File: src/dtc_pkg.sv
// How it works
// Each count is 16 bits, two byte registers
// Modes: 13-bit, 16-bit, 8-bit reload, split
// Each timer has its own mode fields
// Five timebases: select bit plus prescale code
// Select bit picks system or prescaled clock
// Code 00 is sys/12, 11 is osc/8
// Counter mode counts falling pin edges
// Events up to quarter system clock counted
// Pin levels must stay two clocks
// Control register holds runs and flags
// Interrupt request passes only when enabled
// 13-bit: high byte plus low five bits
// Software masks low byte bits 7..5
// 13-bit wrap sets overflow flag bit 5
// Timer B mirrors timer A behaviour; B holds in split mode, counts its timebase without run while A is split
// Counter-select bit picks pin edge counting
// Timer A select bit 3 picks clock
// Count needs run and gate or input
// Setting run never clears the count
// Pin synchronised by two flops first
// Timer B overflow strobe for baud ticks
package dtc_pkg;
    localparam int ADDR_W = 4;
    typedef logic [ADDR_W-1:0] dtc_addr_t;
    typedef logic [7:0]        dtc_byte_t;
    // ------------------------------------------------------------
    // Register offsets
    // ------------------------------------------------------------
    localparam dtc_addr_t OFF_CTRL  = 4'h0;
    localparam dtc_addr_t OFF_MODE  = 4'h1;
    localparam dtc_addr_t OFF_CLK   = 4'h2;
    localparam dtc_addr_t OFF_IEN   = 4'h3;
    localparam dtc_addr_t OFF_LO_A  = 4'h4;
    localparam dtc_addr_t OFF_LO_B  = 4'h5;
    localparam dtc_addr_t OFF_HI_A  = 4'h6;
    localparam dtc_addr_t OFF_HI_B  = 4'h7;
    localparam dtc_byte_t RST_BYTE  = 8'h00;
    // ------------------------------------------------------------
    // Field positions (timer B fields sit one stride above A)
    // ------------------------------------------------------------
    localparam int CTRL_RUN_A  = 4;
    localparam int CTRL_FLAG_A = 5;
    localparam int CTRL_STRIDE = 2;
    localparam int MODE_LSB    = 0;
    localparam int MODE_CNT    = 2;
    localparam int MODE_GATE   = 3;
    localparam int MODE_STRIDE = 4;
    localparam int CLK_PS_LSB  = 0;
    localparam int CLK_SEL_A   = 3;
    localparam int IEN_A       = 1;
    localparam int IEN_STRIDE  = 2;
    // ------------------------------------------------------------
    // Modes and prescale codes
    // ------------------------------------------------------------
    localparam logic [1:0] MD_13    = 2'h0;
    localparam logic [1:0] MD_16    = 2'h1;
    localparam logic [1:0] MD_8RL   = 2'h2;
    localparam logic [1:0] MD_SPLIT = 2'h3;
    localparam logic [1:0] PS_SYS12 = 2'h0;
    localparam logic [1:0] PS_SYS4  = 2'h1;
    localparam logic [1:0] PS_SYS48 = 2'h2;
    localparam logic [1:0] PS_OSC8  = 2'h3;
    // Divisor per prescale code, index = code
    localparam logic [3:0][5:0] PS_DIV = {6'h08, 6'h30, 6'h04, 6'h0C};
    localparam int PS_N      = 4;
    localparam int PIN_EV_A  = 0;
    localparam int PIN_EV_B  = 1;
    localparam int PIN_OSC   = 2;
    localparam int N_PINS    = 3;
endpackage

File: src/dtc_tick_if.sv
`timescale 1ns/10ps
interface dtc_tick_if #(parameter int N = 3);
    logic [N-1:0] fall;
    logic         presc_tick;
    modport sampler (output fall);
    modport presc   (input fall, output presc_tick);
    modport core    (input fall, input presc_tick);
endinterface // dtc_tick_if

File: src/dtc_edge_sampler.sv
`timescale 1ns/10ps
module dtc_edge_sampler #(
    parameter int N = 3
) (
    input  wire logic   clk,
    input  wire logic   rst,
    input  wire logic   ce,
    input  wire logic [N-1:0] pins,
    dtc_tick_if.sampler tk
);
    import dtc_pkg::*;
    logic [N-1:0] sync1_q;
    logic [N-1:0] sync2_q;
    logic [N-1:0] prev_q;

    // ------------------------------------------------------------
    // Two-flop synchroniser, then falling edge detect
    // ------------------------------------------------------------
    always_ff @(posedge clk) begin
        if (rst) begin
            sync1_q <= '0;
            sync2_q <= '0;
            prev_q  <= '0;
        end else if (ce) begin
            sync1_q <= pins;
            sync2_q <= sync1_q;
            prev_q  <= sync2_q;
        end
    end

    genvar k;
    for (k = 0; k < N; k++) begin : g_fall
        assign tk.fall[k] = prev_q[k] & ~sync2_q[k];

    end
endmodule // dtc_edge_sampler

File: src/dtc_prescaler.sv
`timescale 1ns/10ps
module dtc_prescaler (
    input  wire logic       clk,
    input  wire logic       rst,
    input  wire logic       ce,
    input  wire logic [1:0] prescale_select,
    dtc_tick_if.presc       tk
);
    import dtc_pkg::*;
    logic [PS_N-1:0][5:0] cnt_q;
    logic [PS_N-1:0]      src;
    logic [PS_N-1:0]      div_tick;

    // ------------------------------------------------------------
    // One divider per prescale code; oscillator one counts edges
    // ------------------------------------------------------------
    genvar k;
    for (k = 0; k < PS_N; k++) begin : g_div
        assign src[k] = (k == int'(PS_OSC8)) ? tk.fall[PIN_OSC] : 1'b1;
        assign div_tick[k] = src[k] & (cnt_q[k] == PS_DIV[k] - 6'h01);
        always_ff @(posedge clk) begin
            if (rst) begin
                cnt_q[k] <= '0;
            end else if (ce && src[k]) begin
                cnt_q[k] <= div_tick[k] ? 6'h00 : cnt_q[k] + 6'h01;
            end
        end

    end

    assign tk.presc_tick = div_tick[prescale_select];
endmodule // dtc_prescaler

File: src/dtc_top.sv
// Added by the designer: the register addresses and strobed register access.
`timescale 1ns/10ps
module dtc_top (
    input  wire logic             clk,
    input  wire logic             rst,
    input  wire logic             ce,
    input  wire dtc_pkg::dtc_addr_t addr,
    input  wire dtc_pkg::dtc_byte_t wr_data,
    input  wire logic             wr_en,
    input  wire logic             rd_en,
    output dtc_pkg::dtc_byte_t    rd_data_q,
    input  wire logic             timer_a_event_pin,
    input  wire logic             timer_b_event_pin,
    input  wire logic             external_osc_clock,
    input  wire logic             ext_irq_a_input,
    input  wire logic             ext_irq_b_input,
    output logic                  timer_a_irq_q,
    output logic                  timer_b_irq_q,
    output logic                  timer_b_ovf_q
);
    import dtc_pkg::*;

    dtc_tick_if #(.N(N_PINS)) tk ();

    dtc_edge_sampler #(.N(N_PINS)) u_sampler (
        .clk  (clk),
        .rst  (rst),
        .ce   (ce),
        .pins ({external_osc_clock, timer_b_event_pin, timer_a_event_pin}),
        .tk   (tk.sampler)
    );

    // ------------------------------------------------------------
    // Software registers
    // ------------------------------------------------------------
    dtc_byte_t       timer_mode_reg_q;
    dtc_byte_t       clock_control_reg_q;
    logic [1:0]      run_q;
    logic [1:0]      flag_q;
    logic [1:0]      ien_q;
    logic [1:0][7:0] lo_q;
    logic [1:0][7:0] hi_q;

    dtc_prescaler u_presc (
        .clk             (clk),
        .rst             (rst),
        .ce              (ce),
        .prescale_select (clock_control_reg_q[CLK_PS_LSB +: 2]),
        .tk              (tk.presc)
    );

    logic            wr_ctrl;
    logic            wr_mode;
    logic            wr_clk;
    logic            wr_ien;
    logic [1:0]      wr_lo;
    logic [1:0]      wr_hi;
    logic [1:0]      md_13;
    logic [1:0]      md_16;
    logic [1:0]      md_8rl;
    logic [1:0]      md_split;
    logic [1:0]      irq_in;
    logic [1:0]      tick_time;
    logic [1:0]      tick_ev;
    logic [1:0]      run;
    logic [1:0]      en_cnt;
    logic [1:0]      ovf_cnt;
    logic [1:0]      flag_set;
    logic [1:0][7:0] cnt_lo;
    logic [1:0][7:0] cnt_hi;
    logic [1:0][7:0] lo_d;
    logic [1:0][7:0] hi_d;
    logic [1:0]      flag_d;
    logic            a_split;
    logic            en_split_hi;
    logic            ovf_split_hi;
    dtc_byte_t       ctrl_rd;
    dtc_byte_t       ien_rd;
    dtc_byte_t       rd_mux;

    // ------------------------------------------------------------
    // Address decode
    // ------------------------------------------------------------
    assign wr_ctrl  = wr_en && addr == OFF_CTRL;
    assign wr_mode  = wr_en && addr == OFF_MODE;
    assign wr_clk   = wr_en && addr == OFF_CLK;
    assign wr_ien   = wr_en && addr == OFF_IEN;
    assign irq_in   = {ext_irq_b_input, ext_irq_a_input};
    assign a_split  = md_split[0];

    // ------------------------------------------------------------
    // Per-timer timebase, gating and next count
    // ------------------------------------------------------------
    genvar i;
    for (i = 0; i < 2; i++) begin : g_tmr
        logic [1:0]  md;
        logic [12:0] c13_n;
        logic [15:0] c16_n;
        logic [7:0]  lo8_n;
        logic        all13;
        logic        all16;
        logic        all8;

        assign md          = timer_mode_reg_q[i*MODE_STRIDE + MODE_LSB +: 2];
        assign md_13[i]    = md == MD_13;
        assign md_16[i]    = md == MD_16;
        assign md_8rl[i]   = md == MD_8RL;
        assign md_split[i] = md == MD_SPLIT;
        assign wr_lo[i]    = wr_en && addr == OFF_LO_A + dtc_addr_t'(i);
        assign wr_hi[i]    = wr_en && addr == OFF_HI_A + dtc_addr_t'(i);
        // Select bit high: every system clock; low: prescaled tick
        assign tick_time[i] = clock_control_reg_q[CLK_SEL_A + i] | tk.presc_tick;
        assign tick_ev[i]   = timer_mode_reg_q[i*MODE_STRIDE + MODE_CNT] ?
                              tk.fall[i] : tick_time[i];
        assign run[i] = run_q[i] &
                        (~timer_mode_reg_q[i*MODE_STRIDE + MODE_GATE] | irq_in[i]);

        assign c13_n = {hi_q[i], lo_q[i][4:0]} + 13'h0001;
        assign c16_n = {hi_q[i], lo_q[i]} + 16'h0001;
        assign lo8_n = lo_q[i] + 8'h01;
        assign all13 = &{hi_q[i], lo_q[i][4:0]};
        assign all16 = &{hi_q[i], lo_q[i]};
        assign all8  = &lo_q[i];

        // Bits 7..5 of the low byte are left as written in 13-bit mode
        assign cnt_lo[i] = md_13[i]  ? {lo_q[i][7:5], c13_n[4:0]} :
                           md_16[i]  ? c16_n[7:0] :
                           (md_8rl[i] && all8) ? hi_q[i] : lo8_n;
        assign cnt_hi[i] = md_13[i] ? c13_n[12:5] :
                           md_16[i] ? c16_n[15:8] : hi_q[i];
        assign ovf_cnt[i] = en_cnt[i] & (md_13[i] ? all13 : md_16[i] ? all16 : all8);

        // Software writes take priority over counting in the same cycle
        assign lo_d[i] = wr_lo[i] ? wr_data : en_cnt[i] ? cnt_lo[i] : lo_q[i];
        assign hi_d[i] = wr_hi[i] ? wr_data :
                         (i == 0 && en_split_hi) ? hi_q[i] + 8'h01 :
                         en_cnt[i] ? cnt_hi[i] : hi_q[i];
        // Hardware set wins over a software clear
        assign flag_d[i] = flag_set[i] |
                           (wr_ctrl ? wr_data[CTRL_FLAG_A + i*CTRL_STRIDE] : flag_q[i]);
    end

    // Timer A low half always obeys its own controls
    assign en_cnt[0] = run[0] & tick_ev[0];
    // Timer B: inactive in split mode, timebase only while A is split
    assign en_cnt[1] = ~md_split[1] &
                       (a_split ? tick_time[1] : run[1] & tick_ev[1]);
    assign en_split_hi  = a_split & run_q[1] & tick_time[0];
    assign ovf_split_hi = en_split_hi & (&hi_q[0]);
    assign flag_set[0]  = ovf_cnt[0];
    assign flag_set[1]  = a_split ? ovf_split_hi : ovf_cnt[1];

    // ------------------------------------------------------------
    // Read path
    // ------------------------------------------------------------
    assign ctrl_rd = {flag_q[1], run_q[1], flag_q[0], run_q[0], 4'h0};
    assign ien_rd  = {4'h0, ien_q[1], 1'b0, ien_q[0], 1'b0};
    assign rd_mux  = (addr == OFF_CTRL) ? ctrl_rd :
                     (addr == OFF_MODE) ? timer_mode_reg_q :
                     (addr == OFF_CLK)  ? clock_control_reg_q :
                     (addr == OFF_IEN)  ? ien_rd :
                     (addr == OFF_LO_A) ? lo_q[0] :
                     (addr == OFF_LO_B) ? lo_q[1] :
                     (addr == OFF_HI_A) ? hi_q[0] :
                     (addr == OFF_HI_B) ? hi_q[1] : RST_BYTE;

    // ------------------------------------------------------------
    // State
    // ------------------------------------------------------------
    always_ff @(posedge clk) begin
        if (rst) begin
            timer_mode_reg_q    <= RST_BYTE;
            clock_control_reg_q <= RST_BYTE;
            run_q               <= '0;
            ien_q               <= '0;
        end else if (ce) begin
            if (wr_mode) timer_mode_reg_q <= wr_data;
            if (wr_clk) clock_control_reg_q <= wr_data;
            if (wr_ctrl) run_q <= {wr_data[CTRL_RUN_A + CTRL_STRIDE], wr_data[CTRL_RUN_A]};
            if (wr_ien) ien_q <= {wr_data[IEN_A + IEN_STRIDE], wr_data[IEN_A]};
        end
    end

    // Count bytes are untouched by run changes
    always_ff @(posedge clk) begin
        if (rst) begin
            lo_q   <= '0;
            hi_q   <= '0;
            flag_q <= '0;
        end else if (ce) begin
            lo_q   <= lo_d;
            hi_q   <= hi_d;
            flag_q <= flag_d;
        end
    end

    always_ff @(posedge clk) begin
        if (rst) begin
            rd_data_q     <= RST_BYTE;
            timer_a_irq_q <= 1'b0;
            timer_b_irq_q <= 1'b0;
            timer_b_ovf_q <= 1'b0;
        end else if (ce) begin
            rd_data_q     <= rd_en ? rd_mux : RST_BYTE;
            timer_a_irq_q <= flag_q[0] & ien_q[0];
            timer_b_irq_q <= flag_q[1] & ien_q[1];
            timer_b_ovf_q <= ovf_cnt[1];
        end
    end
endmodule // dtc_top

File: config.mk
export PLATFORM = sky130hd
export DESIGN_NAME = dtc_top
export DESIGN_NICKNAME = d
export VERILOG_FILES = /design/src/dtc_pkg.sv /design/src/dtc_tick_if.sv /design/src/dtc_edge_sampler.sv /design/src/dtc_prescaler.sv /design/src/dtc_top.sv
export SDC_FILE = /design/constraint.sdc
export NUM_CORES = 1
export LEC_CHECK = 0
export BUFFER_PORTS_ARGS = -buffer_cell sky130_fd_sc_hd__buf_2
export CAP_MARGIN = 40
export CORE_MARGIN = 2
export CORE_UTILIZATION = 50
export CTS_CLUSTER_DIAMETER = 150
export DETAILED_ROUTE_END_ITERATION = 10
export PLACE_DENSITY = 0.71
export SYNTH_ARGS = -nofsm -noshare
export SYNTH_HDL_FRONTEND = slang
export SYNTH_SLANG_ARGS = --single-unit
File: constraint.sdc
create_clock -name clk -period 2.3 [get_ports clk]
set_input_delay 0.46 -clock clk [delete_from_list [all_inputs] [get_ports clk]]
set_output_delay 0.46 -clock clk [all_outputs]
set_load 0.05 [all_outputs]
==> results.yml <==
route:
  drcViolationCount: 0
  drtIter0Drc: 580
  drt-wirelength-per-cell_um: 18.8
  viasPerCell: 6.29
  first_pass_iters: 5
  wirelength_mm: 16.9
  ant_nets: 0
  num_vias: 5666
grt:
  grt_remaining_overflow: 0
  first_global_vias: 5262
  grt_use_total: 0.272
  antenna_found_initial: 0
  grt_max_degree: 80
  grt_pass1_wl_mm: 27.2
clocking:
  cts_tree: "built"
  htree_levels: 3
  cts-root-buf: "clkbuf_16"
  cts_buffer_depth: 2
  clk_pin_slew_ps: 70
  clkLatencyLatePin_ps: 350
  cts_made_buffers: 9
  cts.sinks: 98
  hold_buffers: 0
layout:
  final_cell_mix: "nor2_1 (102), dfxtp_1 (96), nand2_1 (67), buf_4 (47), a21oi_1 (41)"
  layout_commonest_cell: "nor2_1"
  num-nets-final: 782
  nFillCells: 1015
  synthToLayoutAreaGrowth_pct: 15.1
  fin_cells: 901
  drive_above_1_share: 0.185
  diodes: 0
  design_area_um2: 6670
synth:
  synth-seq-area-share: 0.339
  ys_types: 76
  synthCells: 706
  synth_area_per_cell_um2: 8.21
  ys_ff_latch: 98
  netlist_area_um2: 5800
  ys_top_cells_by_area: "dfxtp_1 (34%), mux2i_1 (6.9%), nor2_1 (6.6%)"
  synth-main-ff-cell: "dfxtp_1"
  synth_top_area_cell: "dfxtp_1"
  synth_top_cell_area_share: 0.339
  synth-edff-count: 0
  async_flop_share: 0
  synth_nets: 735
  ys_warn_count: 0
placement:
  hpwlAfterDp_mm: 12.1
  place_inst: 877
  routabilityCongestion: 0.962
  io_buffers: 32
  placed_cell_area_um2: 6260
  preCtsSetupSlack_ps: -75.5
critical_path:
  crit_cells: 8
  worstSetupEndpointType: "flop"
  cp.required_ps: 2570
  cpMostUsedCell: "a31oi_1"
  worst-path-buf-inv: 1
  worstPathMaxFanout: 8
  cp-start-kind: "flop"
  crit_slowest_cell: "dfxtp_1"
  ff2ff_setup_slack_ps: 90
  slowest_delay_ps: 350
  setup.worst_path.class: "flop to flop"
  crit_family: "simple AND/OR/NAND/NOR gates"
  worstPathCellList: "nor4_2 > nand4b_1 > and3_1 > a31oi_1 > a21boi_4 > buf_4 > o21ai_1 > a31oi_1"
  critPathArrivalTime_ps: 2480
  ff2ff_path_depth: 8
die:
  die-area_um2: 12500
  die_w_um: 112
  die_height_um: 112
  rows: 39
  start_util: 0.510
  core_region_area_um2: 11400
  top_level_ports: 33
power:
  power_frac_clock: 0.434
  peakVddDrop_mv: 0.476
  combPwrFrac: 0.082
  power.switching_mw: 0.865
  internal-power_mw: 2.73
  power.leakage_nw: 2.51
  powerDensity_nw_per_um2: 539
  p_sw_frac: 0.241
  seqPwrFrac: 0.485
job:
  drv_cap: 0
sta:
  max_slew.worst_pin.slew_ps: 634
  min_period_ps: 2210
  slew-limit-headroom: 0.577
  worst_hold_slack_ps: 342
  setup_slack_ps: 93.6
  post-route-period-util: 0.959
  fin_skew_ps: 8.42
  hold_viol_final: 0
  clock.fmax_mhz: 453
  final-max-slew-violation-count: 0
  rsz0062_at_grt: "yes"
  setup_violations: 0
  fin_setup_tns_ps: 0
outcome:
  status: "complete, no violations"
worst_hold_path:
  hold_path_class: "input port to flop"
  min_path_cells: 3
synth_stat cells, drive strengths merged (8+ instances only):
library cell,count
o21ai,37
nand4,19
nand3,24
nor2,104
clkbuf,29
a21oi,41
xor2,17
o22ai,9
a221oi,8
a22oi,9
nand2,67
buf,18
inv,19
mux2i,40
dfxtp,98
and3,11
nor2b,9
nor3,20
a211oi,13
kinds of logic after synthesis:
kind of cell    Yosys count  synth area share
flops                    98             0.339
xor+xnor                 23            0.0348
buf+inv                  66            0.0531
simple gates            286             0.239
compound gates          176             0.218
mux                      50             0.102
fa+ha+maj                 7            0.0151
timing repair:
item	in CTS	in global routing
setup endpoints to repair	5	20
resized for setup	3	9
pin swaps	3	6
setup buffers	5	3
hold endpoints to repair	0	0
state kept, by name (all words and copies together), names as in the netlist:
signal               cells
timer_b_irq_q            1
clock_control_reg_q      8
u_sampler.sync1_q        3
timer_mode_reg_q         8
timer_b_ovf_q            1
u_sampler.sync2_q        3
run_q                    2
hi_q                    16
timer_a_irq_q            1
flag_q                   2
u_sampler.prev_q         3
lo_q                    16
ien_q                    2
u_presc.cnt_q           24
rd_data_q                8
worst paths after layout:
path | from | to
worst max-delay path | u_presc.cnt_q[8] | hi_q[1]
worst min-delay path | timer_a_event_pin | u_sampler.sync1_q[0]
worst max register to register | u_presc.cnt_q[8] | hi_q[1]
worst min register to register | timer_b_irq_q | timer_b_irq_q
final cells by class:
type | instances | area (um^2) | share of cell area
Multi-Input combinational cell | 542 | 3560 | 0.534
Sequential cell | 98 | 1960 | 0.295
Timing Repair Buffer | 83 | 584 | 0.0876
Clock buffer | 12 | 256 | 0.0385
Tap cell | 143 | 179 | 0.0268
Inverter | 19 | 71.3 | 0.0107
Clock inverter | 4 | 50.0 | 0.00750
routing by layer:
layer  GRT usage  vias to the layer above  wire, um
li1            -                     2670         -
met1       0.372                     2710      7260
met2       0.426                      255      7770
met3      0.0501                       31      1450
met4       0.107                        0       457
met5           0                        -         0
tightest hold or removal path, delay by kind of cell:
kind	cells	cell delay, ps
simple gates	1	70
buf+inv	1	80
mux	1	50
power by group through the flow:
stage / registers, mW / logic (mW) / clock network (mW)
finish: 1.74 / 0.293 / 1.56
global route: 1.74 / 0.317 / 1.65
CTS: 1.74 / 0.287 / 1.58
detailed placement: 1.78 / 0.284 / 0
global placement: 1.78 / 0.274 / 0
floorplan: 1.78 / 0.175 / 0
stage by stage:
stage	power, mW	utilization
3_5_place_dp	2.06	0.550
5_1_grt	3.70	0.587
4_1_cts	3.60	0.582
6_report	3.59	0.587
3_3_place_gp	2.05	0.550
2_1_floorplan	1.95	-
(Power assumes the default switching activity.)
